$ cat config.mk
export PLATFORM = sky130hd
export DESIGN_NAME = fscp_guard
export DESIGN_NICKNAME = d
export VERILOG_FILES = /design/src/shared/fscp_pkg.sv /design/src/rtl/fscp_region_decode.sv /design/src/rtl/fscp_guard.sv
export SDC_FILE = /design/constraint.sdc
export NUM_CORES = 1
export LEC_CHECK = 0
export CAP_MARGIN = 10
export CORE_MARGIN = 4
export CORE_UTILIZATION = 24
export DETAILED_ROUTE_END_ITERATION = 16
export DONT_BUFFER_PORTS = 1
export GPL_TIMING_DRIVEN = 0
export PLACE_DENSITY = 0.41
export SETUP_SLACK_MARGIN = 0.2
export SLEW_MARGIN = 0
export SYNTH_ARGS = -nofsm -noshare
export SYNTH_HDL_FRONTEND = slang
export SYNTH_SLANG_ARGS = --single-unit
$ cat constraint.sdc
create_clock -name ref_clk -period 5.1 [get_ports ref_clk]
set_input_delay 0.765 -clock ref_clk [delete_from_list [all_inputs] [get_ports ref_clk]]
set_output_delay 0.765 -clock ref_clk [all_outputs]
set_load 0.02 [all_outputs]
$ cat src/shared/fscp_pkg.sv
package fscp_pkg;

  // ----------------------------------------
  // geometry
  // ----------------------------------------
  localparam int PAGE_BITS = 13;             // boot page limit width
  localparam int PAGE_WORDS = 512;           // instruction words per page
  localparam int IVT_CODE_WORDS = 256;       // protected code in first page
  localparam logic [PAGE_BITS-1:0] MIN_BOOT_PAGES = 13'h0001;
  localparam logic [PAGE_BITS-1:0] MIN_BOOT_PAGES_ALT = 13'h0002;
  localparam logic [PAGE_BITS-1:0] IVT_PAGE = 13'h0000;
  localparam logic [PAGE_BITS-1:0] PAGE_ONE = 13'h0001;

  // ----------------------------------------
  // region and requester encodings
  // ----------------------------------------
  typedef enum logic [1:0] {
    FSCP_REG_BOOT,
    FSCP_REG_GENERAL,
    FSCP_REG_CONFIG,
    FSCP_REG_NONE
  } fscp_region_t;

  typedef enum logic [1:0] {
    FSCP_OP_PROGRAM,
    FSCP_OP_PAGE_ERASE,
    FSCP_OP_READ
  } fscp_op_t;

  // per-region setting from the security config word
  typedef struct packed {
    logic enable;      // region protection configured
    logic codeProt;    // code-protect level (1 = protected)
    logic writeProt;   // write-protected
  } fscp_seg_cfg_t;

  typedef struct packed {
    fscp_seg_cfg_t boot;
    fscp_seg_cfg_t general;
    fscp_seg_cfg_t cfgRegion;  // configuration words region
  } fscp_sec_cfg_t;

  // flash access request
  typedef struct packed {
    logic valid;
    fscp_op_t op;
    logic [PAGE_BITS-1:0] page;      // target page
    fscp_region_t origin;            // region the executing code is in
  } fscp_req_t;

  // decision
  typedef struct packed {
    logic valid;
    logic grant;
    fscp_region_t region;
  } fscp_resp_t;

endpackage

$ cat src/rtl/fscp_region_decode.sv
`timescale 1ns/10ps
module fscp_region_decode
  import fscp_pkg::*;
#(
  parameter int PW = PAGE_BITS
)
(
  // clock and reset
  input wire logic ref_clk,
  input wire logic resetn,
  // configuration
  input wire logic [PW-1:0] bootPageLimit,
  input wire logic alternateVectorTable,
  input wire logic bootEnable,
  input wire logic [PW-1:0] configPage,
  // derived boundaries
  output logic [PW-1:0] generalStart,
  output logic [PW-1:0] altPage,
  output logic bootActive
);

  logic [PW-1:0] minPages;
  logic [PW-1:0] limit;

  // clamp the boot size to its minimum, never past the config words
  assign minPages = alternateVectorTable ? PW'(MIN_BOOT_PAGES_ALT) // see RULE5
                                         : PW'(MIN_BOOT_PAGES); // see RULE4
  assign limit = (bootPageLimit < minPages) ? minPages
                 : (bootPageLimit > configPage) ? configPage // see RULE12
                 : bootPageLimit; // see RULE3

  // registered boundaries, all general until the boot setting is seen
  always_ff @(posedge ref_clk or negedge resetn)
  begin
    if (!resetn)
    begin
      generalStart <= PW'(IVT_PAGE);
      altPage <= PW'(IVT_PAGE);
      bootActive <= 1'b0;
    end
    else
    begin
      bootActive <= bootEnable;
      generalStart <= bootEnable ? limit : PW'(IVT_PAGE); // see RULE8
      altPage <= PW'(limit - PAGE_ONE); // see RULE5
    end
  end

endmodule

$ cat src/rtl/fscp_guard.sv
`timescale 1ns/10ps
// Operation
// RULE1: flash is split into boot, general and config regions each set alone.
// RULE2: the security word gives each region a code-protect and write-protect.
// RULE3: a 13-bit boot page limit sizes the boot region in 512-word pages.
// RULE4: the smallest boot region is one page holding vectors and 256 words.
// RULE5: with the alternate table on, its last page holds only that table.
// RULE6: boot write protection never blocks writes to the alternate table.
// RULE7: boot code may always program or erase the last boot page. The code gives no exemption when the last boot page is the vector page.
// RULE8: the general region starts right after boot and runs to config.
// RULE9: the vector table takes general security only when boot is off.
// RULE10: vector table writes fail if boot or general is write-protected.
// RULE11: boot code is most privileged, general code the least.
// RULE12: the config region sits at the end and holds only config data.
// RULE13: general protection may be on without a boot region.
// RULE14: every program or erase is checked against the region bounds.
module fscp_guard
  import fscp_pkg::*;
#(
  parameter int PW = PAGE_BITS,
  parameter logic [PAGE_BITS-1:0] CONFIG_PAGE = 13'h003F
)
(
  // clock and reset
  input wire logic ref_clk,
  input wire logic resetn,
  // configuration words
  input wire fscp_sec_cfg_t securityConfigWord,
  input wire logic [PW-1:0] bootPageLimit,
  input wire logic alternateVectorTable,
  // request from cpu or flash controller
  input wire fscp_req_t req,
  // decision
  output fscp_resp_t resp_q,
  output logic blocked_q
);

  // ----------------------------------------
  // boundaries
  // ----------------------------------------
  logic [PW-1:0] generalStart;
  logic [PW-1:0] altPage;
  logic bootActive;

  // see RULE3 RULE4 RULE5
  fscp_region_decode #(.PW(PW)) u_decode (
    .ref_clk(ref_clk),
    .resetn(resetn),
    .bootPageLimit(bootPageLimit),
    .alternateVectorTable(alternateVectorTable),
    .bootEnable(securityConfigWord.boot.enable),
    .configPage(PW'(CONFIG_PAGE)),
    .generalStart(generalStart),
    .altPage(altPage),
    .bootActive(bootActive)
  );

  // ----------------------------------------
  // classification
  // ----------------------------------------
  // page class from the registered boot boundary
  function automatic fscp_region_t region_of(input logic [PW-1:0] pg,
                                             input logic [PW-1:0] gs);
    if (pg >= CONFIG_PAGE)
      region_of = FSCP_REG_CONFIG;   // see RULE12
    else if (pg < gs)
      region_of = FSCP_REG_BOOT;     // see RULE1
    else
      region_of = FSCP_REG_GENERAL;  // see RULE8
  endfunction

  // settings that belong to one region
  function automatic fscp_seg_cfg_t seg_of(input fscp_region_t rg,
                                           input fscp_sec_cfg_t cfg);
    unique case (rg)
      FSCP_REG_BOOT:
        seg_of = cfg.boot;
      FSCP_REG_GENERAL:
        seg_of = cfg.general;
      FSCP_REG_CONFIG:
        seg_of = cfg.cfgRegion;
      default:
        seg_of = '0;
    endcase
  endfunction

  // ----------------------------------------
  // request decode
  // ----------------------------------------
  fscp_region_t target;
  fscp_region_t ivtRegion;
  fscp_seg_cfg_t targetSeg;
  fscp_seg_cfg_t ivtSeg;
  logic isWrite;
  logic isIvt;
  logic isAlt;
  logic isLastBoot;
  logic fromBoot;

  // page class and the settings that apply to it
  assign target = region_of(req.page, generalStart);
  assign targetSeg = seg_of(target, securityConfigWord);
  assign isWrite = (req.op != FSCP_OP_READ);
  assign isIvt = (req.page == IVT_PAGE);
  assign isAlt = bootActive && alternateVectorTable && (req.page == altPage);
  assign isLastBoot = bootActive && (req.page == altPage);
  assign fromBoot = (req.origin == FSCP_REG_BOOT);

  // vector page follows boot settings, or general ones without boot
  always_comb
  begin
    if (bootActive)
      ivtRegion = FSCP_REG_BOOT;
    else
      ivtRegion = FSCP_REG_GENERAL; // see RULE9
  end
  assign ivtSeg = seg_of(ivtRegion, securityConfigWord);

  // ----------------------------------------
  // code protection
  // ----------------------------------------
  logic crossProt;

  // protected regions refuse code from other regions except boot code, reads as well
  always_comb
  begin
    crossProt = 1'b0;
    unique case (target)
      FSCP_REG_BOOT:
        crossProt = bootActive && targetSeg.codeProt
                    && !fromBoot;                              // see RULE11
      FSCP_REG_GENERAL:
        crossProt = targetSeg.codeProt
                    && (req.origin == FSCP_REG_CONFIG);        // see RULE11
      FSCP_REG_CONFIG:
        crossProt = targetSeg.codeProt
                    && (req.origin == FSCP_REG_GENERAL);       // see RULE13
      default:
        crossProt = 1'b0;
    endcase
  end

  // ----------------------------------------
  // write protection
  // ----------------------------------------
  logic segLock;
  logic ivtLock;
  logic ivtShared;
  logic lastKeep;

  // region write protect, the alternate table page left open
  always_comb
  begin
    segLock = 1'b0;
    unique case (target)
      FSCP_REG_BOOT:
        segLock = targetSeg.writeProt && !isAlt; // see RULE6
      FSCP_REG_GENERAL:
        segLock = targetSeg.writeProt;           // see RULE13
      FSCP_REG_CONFIG:
        segLock = targetSeg.writeProt;           // see RULE2
      default:
        segLock = 1'b1;
    endcase
  end

  // vector page locked by either region's write protection
  assign ivtLock = isIvt
                   && (securityConfigWord.boot.writeProt
                       || securityConfigWord.general.writeProt); // see RULE10

  // without a boot region the vector page takes general security
  assign ivtShared = isIvt && !bootActive && ivtSeg.codeProt
                     && (req.origin != FSCP_REG_GENERAL); // see RULE9

  // boot code keeps its last page writable, but not the vector page
  assign lastKeep = isLastBoot && fromBoot && !isIvt; // see RULE7

  // ----------------------------------------
  // decision
  // ----------------------------------------
  logic allow;

  // reads meet code protection only, writes meet every lock except boot code writing its last boot page
  always_comb
  begin
    allow = !crossProt; // see RULE2
    if (isWrite)
    begin
      if (segLock || ivtLock || ivtShared)
        allow = 1'b0; // see RULE14
      if (lastKeep)
        allow = 1'b1; // see RULE7
    end
  end

  // ----------------------------------------
  // registered answer
  // ----------------------------------------
  // one answer per request, a cycle after it is taken
  always_ff @(posedge ref_clk or negedge resetn)
  begin
    if (!resetn)
    begin
      resp_q <= '0;
    end
    else
    begin
      resp_q.valid <= req.valid;
      resp_q.grant <= req.valid && allow; // see RULE14
      resp_q.region <= target;
    end
  end

  // refusal flag beside the answer
  always_ff @(posedge ref_clk or negedge resetn)
  begin
    if (!resetn)
    begin
      blocked_q <= 1'b0;
    end
    else
    begin
      blocked_q <= req.valid && !allow; // see RULE14
    end
  end

endmodule

; Word-level counts from Yosys, hierarchy flattened
; Cells that the tools add are included.
[op_classes]
n_lt_le_gt_ge = 4
reduce_logical = 30
muxes = 14
n_eq_ne = 9
add_sub_neg = 1
[ops]
columns = operator, count
row1 = $mux W13, 3
row2 = $lt A13 B13 Y1, 2
row3 = $logic_and A1 B1 Y1, 16
row4 = $eq A13 B13 Y1, 1
row5 = $ge A13 B6 Y1 const B, 1
row6 = $gt A13 B6 Y1 const B, 1
row7 = $logic_not A13 Y1, 1
row8 = $sub A13 B1 Y13 const B, 1
row9 = $pmux W2 S3, 2
row10 = $eq A2 B1 Y1 const B, 3
row11 = $eq A2 B2 Y1 const B, 3
row12 = $logic_not A1 Y1, 6
row13 = $logic_not A2 Y1, 3
row14 = $mux W1, 5
row15 = $mux W2, 2
row16 = $logic_or A1 B1 Y1, 3
row17 = $pmux W1 S3, 1
row18 = $ne A2 B1 Y1 const B, 1
row19 = $ne A2 B2 Y1 const B, 1
row20 = $pmux W1 S2, 1
row21 = $reduce_or A2 Y1, 1
[word_totals]
out_inout_bits = 5
in_bits = 43
register_bits = 32
word_cells = 65

; Logic depth before layout (Yosys ltp)
; Gate-level depths: netlist (run 1).
[depth]
depth_word = 14
depth_mapped = 10
mapped_depth_nobuf = 10

; Modules after synthesis
; Synthesis (run 1) repeated with hierarchy kept, for this count alone.
[unflattened]
cells_unflattened = 322
hier_area_um2 = 2738.9
[by_module_without_submodules]
columns = mod, instances, area_each_um2, cells_per_inst, seq_area_each_um2
row1 = fscp_region_decode, 1, 1898.1, 217, 675.6
row2 = fscp_guard, 1, 840.8, 105, 125.1

; Worst setup path after synthesis (run 1)
; Ideal clock, no wire load.
[synth_path]
path_kind = input-to-reg
start = input port bootPageLimit[5]
end = register u_decode.altPage[4]
slack_ns = 2.339
t_required_ns = 4.953
setup_time_ns = 0.147
path_stages = 9
t_arrival_ns = 2.614
n_path_buf = 0
path_cell_list = or4_4 -> or3_4 -> a211o_1 -> inv_1 -> ha_1 -> nand2b_1 -> nor2_1 -> xnor2_1 -> nand3_1
[synth_via]
elab_chain_len = 4
elab_cells_between_ends = 5
classes_between = add/sub: 1 / order compare: 2 / mux: 2
[synth_lines]
columns = element, line_no
row1 = "start, declared", fscp_guard.sv:29  ; input wire logic [PW-1:0] bootPageLimit,
row2 = $gt A13 B6 Y1, fscp_region_decode.sv:29  ; : (bootPageLimit > configPage) ? configPage
row3 = $mux W13, fscp_region_decode.sv:29
row4 = $mux W13 (*), fscp_region_decode.sv:28  ; assign limit = (bootPageLimit < minPages) ? minPages
row5 = $sub A13 B1 Y13 (*), fscp_region_decode.sv:45  ; altPage <= PW'(limit - PAGE_ONE);
row6 = "end signal, assigned", fscp_region_decode.sv:38  ; altPage <= PW'(IVT_PAGE);
row7 = "end signal, assigned", fscp_region_decode.sv:45
row8 = "end, declared", fscp_region_decode.sv:18  ; output logic [PW-1:0] altPage,
; Mark *: on every way between the ends. The rest lies on a longest branch, timed or not.

; Worst setup path after layout (run 1)
; Ends and elaborated chain as after synthesis.

==> impl_metrics.tcl, run 1 <==
set metrics [dict create \
    netlist_instances 184 \
    drv_cap 0 \
    p_leak_nw 0.9140 \
    vdd_drop_max_uv 82.92 \
    fin_skew_ns 0.008466 \
    synth_most_common_cell "dfrtp_1" \
    final-setup-viol-count 0 \
    cts_max_path_buffers 2 \
    cts_buffers 5 \
    synth_edf_count 0 \
    drive_above_1_share 0.08081 \
    final.setup.tns_ns 0 \
    async_flop_share 1.000 \
    antenna_found_initial 0 \
    p_sw_frac 0.2254 \
    cts_hold_buffers 0 \
    place_worst_setup_slack_ns 2.127 \
    finalCritPeriodShare 0.5182 \
    grt_max_degree 33 \
    yosysTopAreaCell "dfrtp_1" \
    fin_ws_ns 2.457 \
    p_total_mw 0.5546 \
    vias 1337 \
    holdWs_ns 0.1665 \
    combPwrFrac 0.091 \
    pwr_density_cell_mw_per_mm2 260.9 \
    syn_to_final_growth_pct 13.57 \
    clock_sink_count 32 \
    ant_nets 0 \
    dieArea_sq_mm 0.009276 \
    arrival_ns 2.77 \
    grt_pass1_vias 1440 \
    rows 31 \
    nets 254 \
    ys.flop_type "dfrtp_1" \
    clkPwrFrac 0.430 \
    yosys_register_bits 32 \
    ys_types 46 \
    track_usage 0.1065 \
    syn_area_per_cell_sq_um 10.17 \
    num_antenna_cells 0 \
    yosysTopAreaCellShare 0.4278 \
    fp.dieW_um 96.31 \
    power.switching_mw 0.1250 \
    post_cts_buffers 0 \
    final_cell_count_no_fill 297 \
    wl_per_cell_um 14.89 \
    yosys_warnings 0 \
    placed_area_sq_mm 0.002018 \
    initial_core_util 0.2527 \
    grt_pass1_wl_mm 7.362 \
    hold_path.class "input port to asynchronous set/reset pin" \
    drc 0 \
    crit_fanout 5 \
    root_buffer "clkbuf_8" \
    yosys-top-cells-area "dfrtp_1 43%, ha_1 9.4%, xor2_1 4.7%" \
    synthTopCellsByCount "32 x dfrtp_1, 19 x inv_1, 14 x ha_1" \
    cts_tree "built" \
    outcome "finished clean" \
    grt_setup_unrepaired "false" \
    crit_required_ns 5.23 \
    crit_type "input port to flip-flop" \
    h-tree-depth 2 \
    cp-start-kind "input port" \
    hpwl_mm 3.642 \
    p_seq_frac 0.480 \
    ys_seq_area_frac 0.4278 \
    ctsResizeCount 0 \
    core_region_area_sq_mm 0.007408 \
    port_buffers 0 \
    drt_iter0_drc 31 \
    path_clk_slew_ns 0.07 \
    grt-ovfl-total 0 \
    fmax_ghz 0.3784 \
    io_pins 48 \
    fin_area_sq_mm 0.002126 \
    crit_path_end_kind "flip-flop" \
    clkLatencyLatePin_ns 0.28 \
    num-fill-cells 776 \
    utilization 0.2869 \
    place.gp.congestion 0.7907 \
    wl_mm 4.422 \
    placed_cells 289 \
    slew_violations 0 \
    die_h_um 96.31 \
    p_int_mw 0.4296 \
    period_needed_ns 2.643 \
    syn-cell-area_sq_mm 0.001872 \
    via_per_inst 4.502 \
    timing_hold_violations_final 0 \
    dr.pass1.iters 4 \
]
registers in the layout (all words and copies together) (netlist names):
name / cells
u_decode.generalStart: 13
u_decode.bootActive: 1
u_decode.altPage: 13
blocked_q: 1
resp_q: 4
layout by cell type (no fill, tap or decap), drive strengths merged, types with 3 or more instances in the layout:
cell / Yosys / layout
nor2b: 4 / 4
ha: 14 / 14
or3: 3 / 3
dfrtp: 32 / 32
conb: 1 / 7
nand3: 6 / 6
and2: 4 / 4
a211o: 3 / 3
a21oi: 5 / 5
clkbuf: 3 / 9
nor2: 8 / 8
xnor2: 7 / 7
o21a: 3 / 3
nand2: 10 / 10
and4: 3 / 3
nor4: 13 / 13
nor3: 5 / 5
inv: 20 / 20
xor2: 10 / 10
final cells by class:
| cell class | count | area [sq um] | area share |
|---|---|---|---|
| Sequential cell | 32 | 800.8 | 0.3767 |
| Tap cell | 99 | 123.9 | 0.05827 |
| Clock buffer | 6 | 72.57 | 0.03414 |
| Inverter | 20 | 75.07 | 0.03531 |
| Buffer | 3 | 11.26 | 0.005297 |
| Multi-Input combinational cell | 135 | 1007 | 0.4738 |
| Clock inverter | 2 | 35.03 | 0.01648 |
worst max-delay path, stage by stage:
cell and delay (ns):
or4_4 0.54, or3_4 0.36, a211o_1 0.32, inv_1 0.07
ha_1 0.19, nand2b_1 0.15, nor2_1 0.15, xnor2_1 0.13
nand3_1 0.10
layer usage:
layer | share of wire | track usage
met5 | 0 | 0
met4 | 0.0093 | 0.03972
met2 | 0.44 | 0.1662
met1 | 0.44 | 0.1321
met3 | 0.11 | 0.04222
power groups by stage:
stage | Sequential (mW) | Combinational (mW) | Clock, mW
6_report | 0.266 | 0.0504 | 0.238
4_1_cts | 0.266 | 0.0511 | 0.250
3_5_place_dp | 0.271 | 0.0507 | 0
3_3_place_gp | 0.271 | 0.0505 | 0
5_1_grt | 0.267 | 0.0599 | 0.263
2_1_floorplan | 0.270 | 0.0418 | 0
worst paths after layout:
kind	from	slack, ns	cells past startpoint	end
max in group asynchronous	resetn	4.84	0	u_decode.altPage[4]$_DFF_PN0_
max reg2reg	u_decode.generalStart[11]$_DFF_PN0_	2.64	8	resp_q[2]$_DFF_PN0_
min	resetn	0.17	0	resp_q[0]$_DFF_PN0_
max	bootPageLimit[5]	2.46	9	u_decode.altPage[4]$_DFF_PN0_
min in group ref_clk	securityConfigWord[8]	0.51	0	u_decode.bootActive$_DFF_PN0_
min reg2reg	u_decode.bootActive$_DFF_PN0_	0.94	4	resp_q[2]$_DFF_PN0_
cells by family after synthesis:
kind of cell    Yosys count  share of synthesized area
xor+xnor                 17                    0.07954
fa+ha+maj                14                    0.09358
simple gates             63                     0.1952
buf+inv                  23                    0.04612
other cells               1                   0.002003
mux                       1                   0.006016
compound gates           33                     0.1497
flops                    32                     0.4278
No activity file was read; power rests on OpenSTA's default activity.
==> run 2, diff against run 1 <==
==> constraint.sdc (replaced) <==
create_clock -name ref_clk -period 2.56 [get_ports ref_clk]
set_input_delay 0.384 -clock ref_clk [delete_from_list [all_inputs] [get_ports ref_clk]]
set_output_delay 0.384 -clock ref_clk [all_outputs]
set_load 0.02 [all_outputs]
==> run 2 against run 1 <==
Combinational power rose to 2.6 times the previous value. Worst setup slack got worse by 2.2 ns. Core utilization rose by 1.5 points. Critical path depth fell by 1. Register-to-register slack got worse by 2.4 ns. Flip-flop and latch count did not move. Sequential power rose by 99%. Sequential share of layout area fell by 1.9 points. Total power rose by 100%. Cell count rose by 1.0%. Count of clock-buffer cells in the layout did not move. Die area did not move.
==> impl_metrics.tcl, run 2 (synthesized netlist as in run 1, its figures left out) <==
set metrics [dict create \
    reg2reg_depth 8 \
    r2r_slack_ns 0.27 \
    period_needed_ns 2.289 \
    place.gp.congestion 0.7744 \
    crit_path_end_kind "flip-flop" \
    grt_pass1_vias 1403 \
    finalCritPeriodShare 0.8942 \
    final-setup-viol-count 0 \
    drive_above_1_share 0.1443 \
    port_buffers 0 \
    final_cell_mix "32 x dfrtp_1, 17 x inv_1, 13 x nor4_1, 10 x xor2_1, 10 x ha_1" \
    reg.largest.list "u_decode.altPage (13), u_decode.generalStart (13), resp_q (4)" \
    grt-ovfl-total 0 \
    crit_path_frequent_cell "or3_4" \
    rows 31 \
    crit_type "flip-flop to flip-flop" \
    crit_fanout 4 \
    vias 1386 \
    hp-start "securityConfigWord[8]" \
    final.setup.tns_ns 0 \
    p_total_mw 1.136 \
    hold_path_end "u_decode.bootActive$_DFF_PN0_" \
    pwr_density_cell_mw_per_mm2 507.8 \
    drv_cap 0 \
    grt_util_met1 0.1323 \
    vdd_drop_max_uv 170.3 \
    timing_hold_violations_final 0 \
    timing.rr.end "blocked_q$_DFF_PN0_" \
    die_h_um 96.31 \
    grt_pass1_wl_mm 7.065 \
    crit_chain "inv_1, ha_4, nand3_4, or3_4, or3_4, a311o_1, o311a_1, a32o_1" \
    fp.dieW_um 96.31 \
    whs_path_depth 0 \
    drc 0 \
    h-tree-depth 2 \
    via_per_inst 4.620 \
    nets 257 \
    syn_to_final_growth_pct 19.52 \
    r2r_start "u_decode.generalStart[11]$_DFF_PN0_" \
    grt_use_met2 0.1610 \
    initial_core_util 0.2527 \
    antenna_found_initial 0 \
    wl_mm 4.470 \
    drt_iter0_drc 26 \
    clock_sink_count 32 \
    cts_tree "built" \
    final_cell_count_no_fill 300 \
    arrival_ns 2.46 \
    wl_per_cell_um 14.90 \
    cp-start-kind "flip-flop" \
    p_leak_nw 0.9348 \
    num_antenna_cells 0 \
    slew_violations 0 \
    mostFrequentLayoutCell "dfrtp_1" \
    dr.pass1.iters 4 \
    placed_cells 289 \
    fmax_ghz 0.4369 \
    hpwl_mm 3.665 \
    holdWs_ns 0.1291 \
    gr-usage-met3 0.03284 \
    num-fill-cells 780 \
    grt_setup_unrepaired "true" \
    cts_max_path_buffers 2 \
    hold_path.class "input port to flip-flop" \
    worst_path_max_delay_cell "or3_4" \
    fin_skew_ns 0.007402 \
    grt_max_degree 33 \
    root_buffer "clkbuf_8" \
    critPathMaxStageDelay_ns 0.41 \
    path_clk_slew_ns 0.07 \
    top_usage_layer "met2" \
    utilization 0.3020 \
    outcome "finished clean" \
    crit_required_ns 2.73 \
    dieArea_sq_mm 0.009276 \
    io_pins 48 \
    ant_nets 0 \
    core_region_area_sq_mm 0.007408 \
    track_usage 0.1025 \
    clkLatencyLatePin_ns 0.28 \
    cts_buffers 5 \
]
==> run 2: changes by cell type in the layout (fill, tap and decap cells not counted), sizes merged <==
| cell | before | now |
|---|---|---|
| buf | 0 | 2 |
| dlygate4sd3 | 0 | 1 |
==> run 2: area by class of cell <==
type | instances | area (sq um) | area share
sequential | 32 | 800.8 | 0.3579
clock buffer | 6 | 72.57 | 0.03244
timing repair buffer | 3 | 37.54 | 0.01678
clock inverter | 2 | 35.03 | 0.01566
multi-input combinational | 135 | 1081 | 0.4832
buffer | 3 | 11.26 | 0.005034
tap | 99 | 123.9 | 0.05537
inverter | 20 | 75.07 | 0.03356
==> run 2: stage by stage <==
step	worst slack, ns	cell area, sq um
detailed placement	0.04373	2031
floorplan	0.1974	1907
global route	0.1704	2237
CTS	0.2096	2187
finish	0.2710	2237
global placement	0.06514	2031
==> run 2: worst max-delay path, delay by kind of cell, from the launching register on <==
kind	cells	cell delay, ns
flops	1	0.32
buf+inv	1	0.06
compound gates	3	0.67
fa+ha+maj	1	0.28
simple gates	3	0.84
==> run 2: per-layer routing <==
layer  vias to the layer above  part of all wire
met2                        55              0.44
met4                         0             0.011
met3                         5              0.10
li1                        693                 -
met1                       633              0.45
met5                         -                 0
==> run 2: worst max path at each step <==
stage / end / depth (start not counted) / from
2_1_floorplan: u_decode.altPage[4]$_DFF_PN0_ / 9 / bootPageLimit[5]
3_3_place_gp: u_decode.altPage[4]$_DFF_PN0_ / 9 / bootPageLimit[5]
3_5_place_dp: resp_q[2]$_DFF_PN0_ / 7 / req[13]
4_1_cts: blocked_q$_DFF_PN0_ / 8 / u_decode.generalStart[11]$_DFF_PN0_
5_1_grt: resp_q[2]$_DFF_PN0_ / 8 / u_decode.generalStart[11]$_DFF_PN0_
6_report: blocked_q$_DFF_PN0_ / 8 / u_decode.generalStart[11]$_DFF_PN0_
==> run 2: timing repair <==
action,CTS,global route
gates cloned,0,0
hold endpoints to repair,32,0
setup buffers,1,0
setup endpoints to repair,2,2
pin swaps,3,3
gates resized for setup,2,7
hold buffers,2,0
==> run 2: power breakdown <==
part,leakage [nW],switching [mW],internal [mW],total (mW)
Clock,0.0552,0.188,0.289,0.476
Combinational,0.501,0.0695,0.0602,0.130
Sequential,0.379,0.00954,0.520,0.530
==> run 3, diff against run 2 <==
--- a/config.mk
+++ b/config.mk
@@ -11,7 +11,6 @@
 export DETAILED_ROUTE_END_ITERATION = 16
 export DONT_BUFFER_PORTS = 1
 export GPL_TIMING_DRIVEN = 0
-export PLACE_DENSITY = 0.41
 export SETUP_SLACK_MARGIN = 0.2
 export SLEW_MARGIN = 0
 export SYNTH_ARGS = -nofsm -noshare
==> run 3 against run 2 <==
Register-to-register slack lost 0.05 ns. Core utilization stayed put. Total power decreased by 0.11%. Combinational power hardly changed. Non-clock buffer count unchanged. Sequential share of layout area did not move. Cell count unchanged. Global-route usage hardly changed. Flip-flop and latch count is the same. Die area unchanged. Hold slack worse by 0.0054 ns.
==> impl_metrics.tcl, run 3 (synthesized netlist as in run 1, its figures left out) <==
set metrics [dict create \
    critPathBufInv 1 \
    vdd_drop_max_uv 180.6 \
    crit_path_end_kind "flip-flop" \
    pwr_density_cell_mw_per_mm2 507.2 \
    fmax_ghz 0.4269 \
    root_buffer "clkbuf_8" \
    crit_fanout 4 \
    wl_per_cell_um 14.80 \
    drive_above_1_share 0.1443 \
    grt_pass1_vias 1449 \
    slew_violations 0 \
    place_worst_setup_slack_ns 0.07423 \
    crit_path_frequent_cell "or3_4" \
    p_leak_nw 0.9347 \
    multi_input_area_sq_mm 0.001081 \
    p_total_mw 1.135 \
    grt_max_degree 33 \
    cts_tree "built" \
    period_needed_ns 2.342 \
    crit_type "flip-flop to flip-flop" \
    fp.dieW_um 96.31 \
    outcome "finished clean" \
    path_clk_slew_ns 0.07 \
    mostFrequentLayoutCell "dfrtp_1" \
    hold_path.class "input port to flip-flop" \
    h-tree-depth 2 \
    core_region_area_sq_mm 0.007408 \
    fin_skew_ns 0.007448 \
    num_antenna_cells 0 \
    grt_pass1_wl_mm 7.079 \
    final-setup-viol-count 0 \
    grt-ovfl-total 0 \
    drc 0 \
    port_buffers 0 \
    timing_hold_violations_final 0 \
    crit_start "u_decode.generalStart[12]$_DFF_PN0_" \
    die_h_um 96.31 \
    fin_ws_ns 0.2176 \
    initial_core_util 0.2527 \
    clkLatencyLatePin_ns 0.29 \
    crit_chain "inv_2, ha_4, nand3_4, or3_4, or3_4, a311o_1, o311a_1, a32o_1" \
    antenna_found_initial 0 \
    num-fill-cells 765 \
    cp-start-kind "flip-flop" \
    r2r_start "u_decode.generalStart[12]$_DFF_PN0_" \
    dieArea_sq_mm 0.009276 \
    vias 1413 \
    wl_mm 4.441 \
    place.gp.congestion 0.7982 \
    track_usage 0.1029 \
    io_pins 48 \
    clock_sink_count 32 \
    grt_setup_unrepaired "true" \
    drt_iter0_drc 66 \
    final.setup.tns_ns 0 \
    critPathMaxStageDelay_ns 0.41 \
    ant_nets 0 \
    arrival_ns 2.51 \
    worst_path_max_delay_cell "or3_4" \
    drv_cap 0 \
    crit_required_ns 2.73 \
    reg.largest.list "u_decode.altPage (13), u_decode.generalStart (13), resp_q (4)" \
    nets 257 \
    path_delay_family "simple AND/OR/NAND/NOR gates" \
    final_cell_mix "32 x dfrtp_1, 17 x inv_1, 13 x nor4_1, 10 x xor2_1, 10 x ha_1" \
    hp-start "securityConfigWord[8]" \
    finalCritPeriodShare 0.9150 \
    regArea_sq_um 800.8 \
    cts_buffers 5 \
    syn_to_final_growth_pct 19.52 \
    dr.pass1.iters 4 \
    hpwl_mm 3.428 \
    rows 31 \
    via_per_inst 4.710 \
    cts_max_path_buffers 2 \
]
-- run 3: cell counts in the layout (fill, tap and decap cells not counted) --
Identical to the previous run, type by type.
-- run 3: final cells by class --
class                   count  area share
inverters                  20     0.03356
clock buffers               6     0.03244
multi-input cells         135      0.4832
flip-flops and latches     32      0.3579
plain buffers               3    0.005034
clock inverters             2     0.01566
repair buffers              3     0.01678
well taps                  99     0.05537
-- run 3: worst reg2reg max path, stage by stage, from the launching register on --
cell and delay (ns):
dfrtp_1 0.34, inv_2 0.05, ha_4 0.28, nand3_4 0.08
or3_4 0.41, or3_4 0.35, a311o_1 0.28, o311a_1 0.16
a32o_1 0.27
-- run 3: path summary, 6_finish.rpt --
path,end,slack (ns),cells after the start
min in group asynchronous,resp_q[1]$_DFF_PN0_,0.53,2
hold / removal,u_decode.bootActive$_DFF_PN0_,0.12,0
hold reg to reg,resp_q[2]$_DFF_PN0_,0.93,4
setup reg to reg,blocked_q$_DFF_PN0_,0.22,8
setup / recovery,blocked_q$_DFF_PN0_,0.22,8
max in group asynchronous,blocked_q$_DFF_PN0_,1.85,2
-- run 3: report_power, final --
| part | total, mW | internal [mW] | switching (mW) | leakage [nW] |
|---|---|---|---|---|
| combinational | 0.132 | 0.0606 | 0.0713 | 0.500 |
| sequential | 0.530 | 0.521 | 0.00956 | 0.379 |
| clock | 0.473 | 0.288 | 0.184 | 0.0552 |
-- run 3: stage by stage --
step / hold slack [ns] / area (sq um) / cells / util
final: 0.1237 / 2237 / 300 / 0.3020
after detailed placement: 0.08916 / 2031 / 289 / 0.2741
after global routing: 0.1077 / 2237 / 300 / 0.3020
after CTS: 0.1143 / 2192 / 299 / 0.2959
after floorplan: 0.08841 / 1907 / 190 / -
after global placement: 0.08914 / 2031 / 289 / 0.2741
-- run 3: repair_timing --
item / 4_1_cts / 5_1_grt
pin swaps: 2 / 1
endpoints found under the setup margin: 2 / 2
hold buffers: 2 / 0
resized for setup: 3 / 6
buffers inserted: 0 / 1
hold endpoints to repair: 32 / 0
-- run 3: routing by layer --
metal,part of all wire,vias to the layer above,GRT usage
li1,-,692,-
met1,0.44,646,0.1346
met2,0.43,62,0.1524
met3,0.10,13,0.03206
met4,0.028,0,0.05140
met5,0,-,0
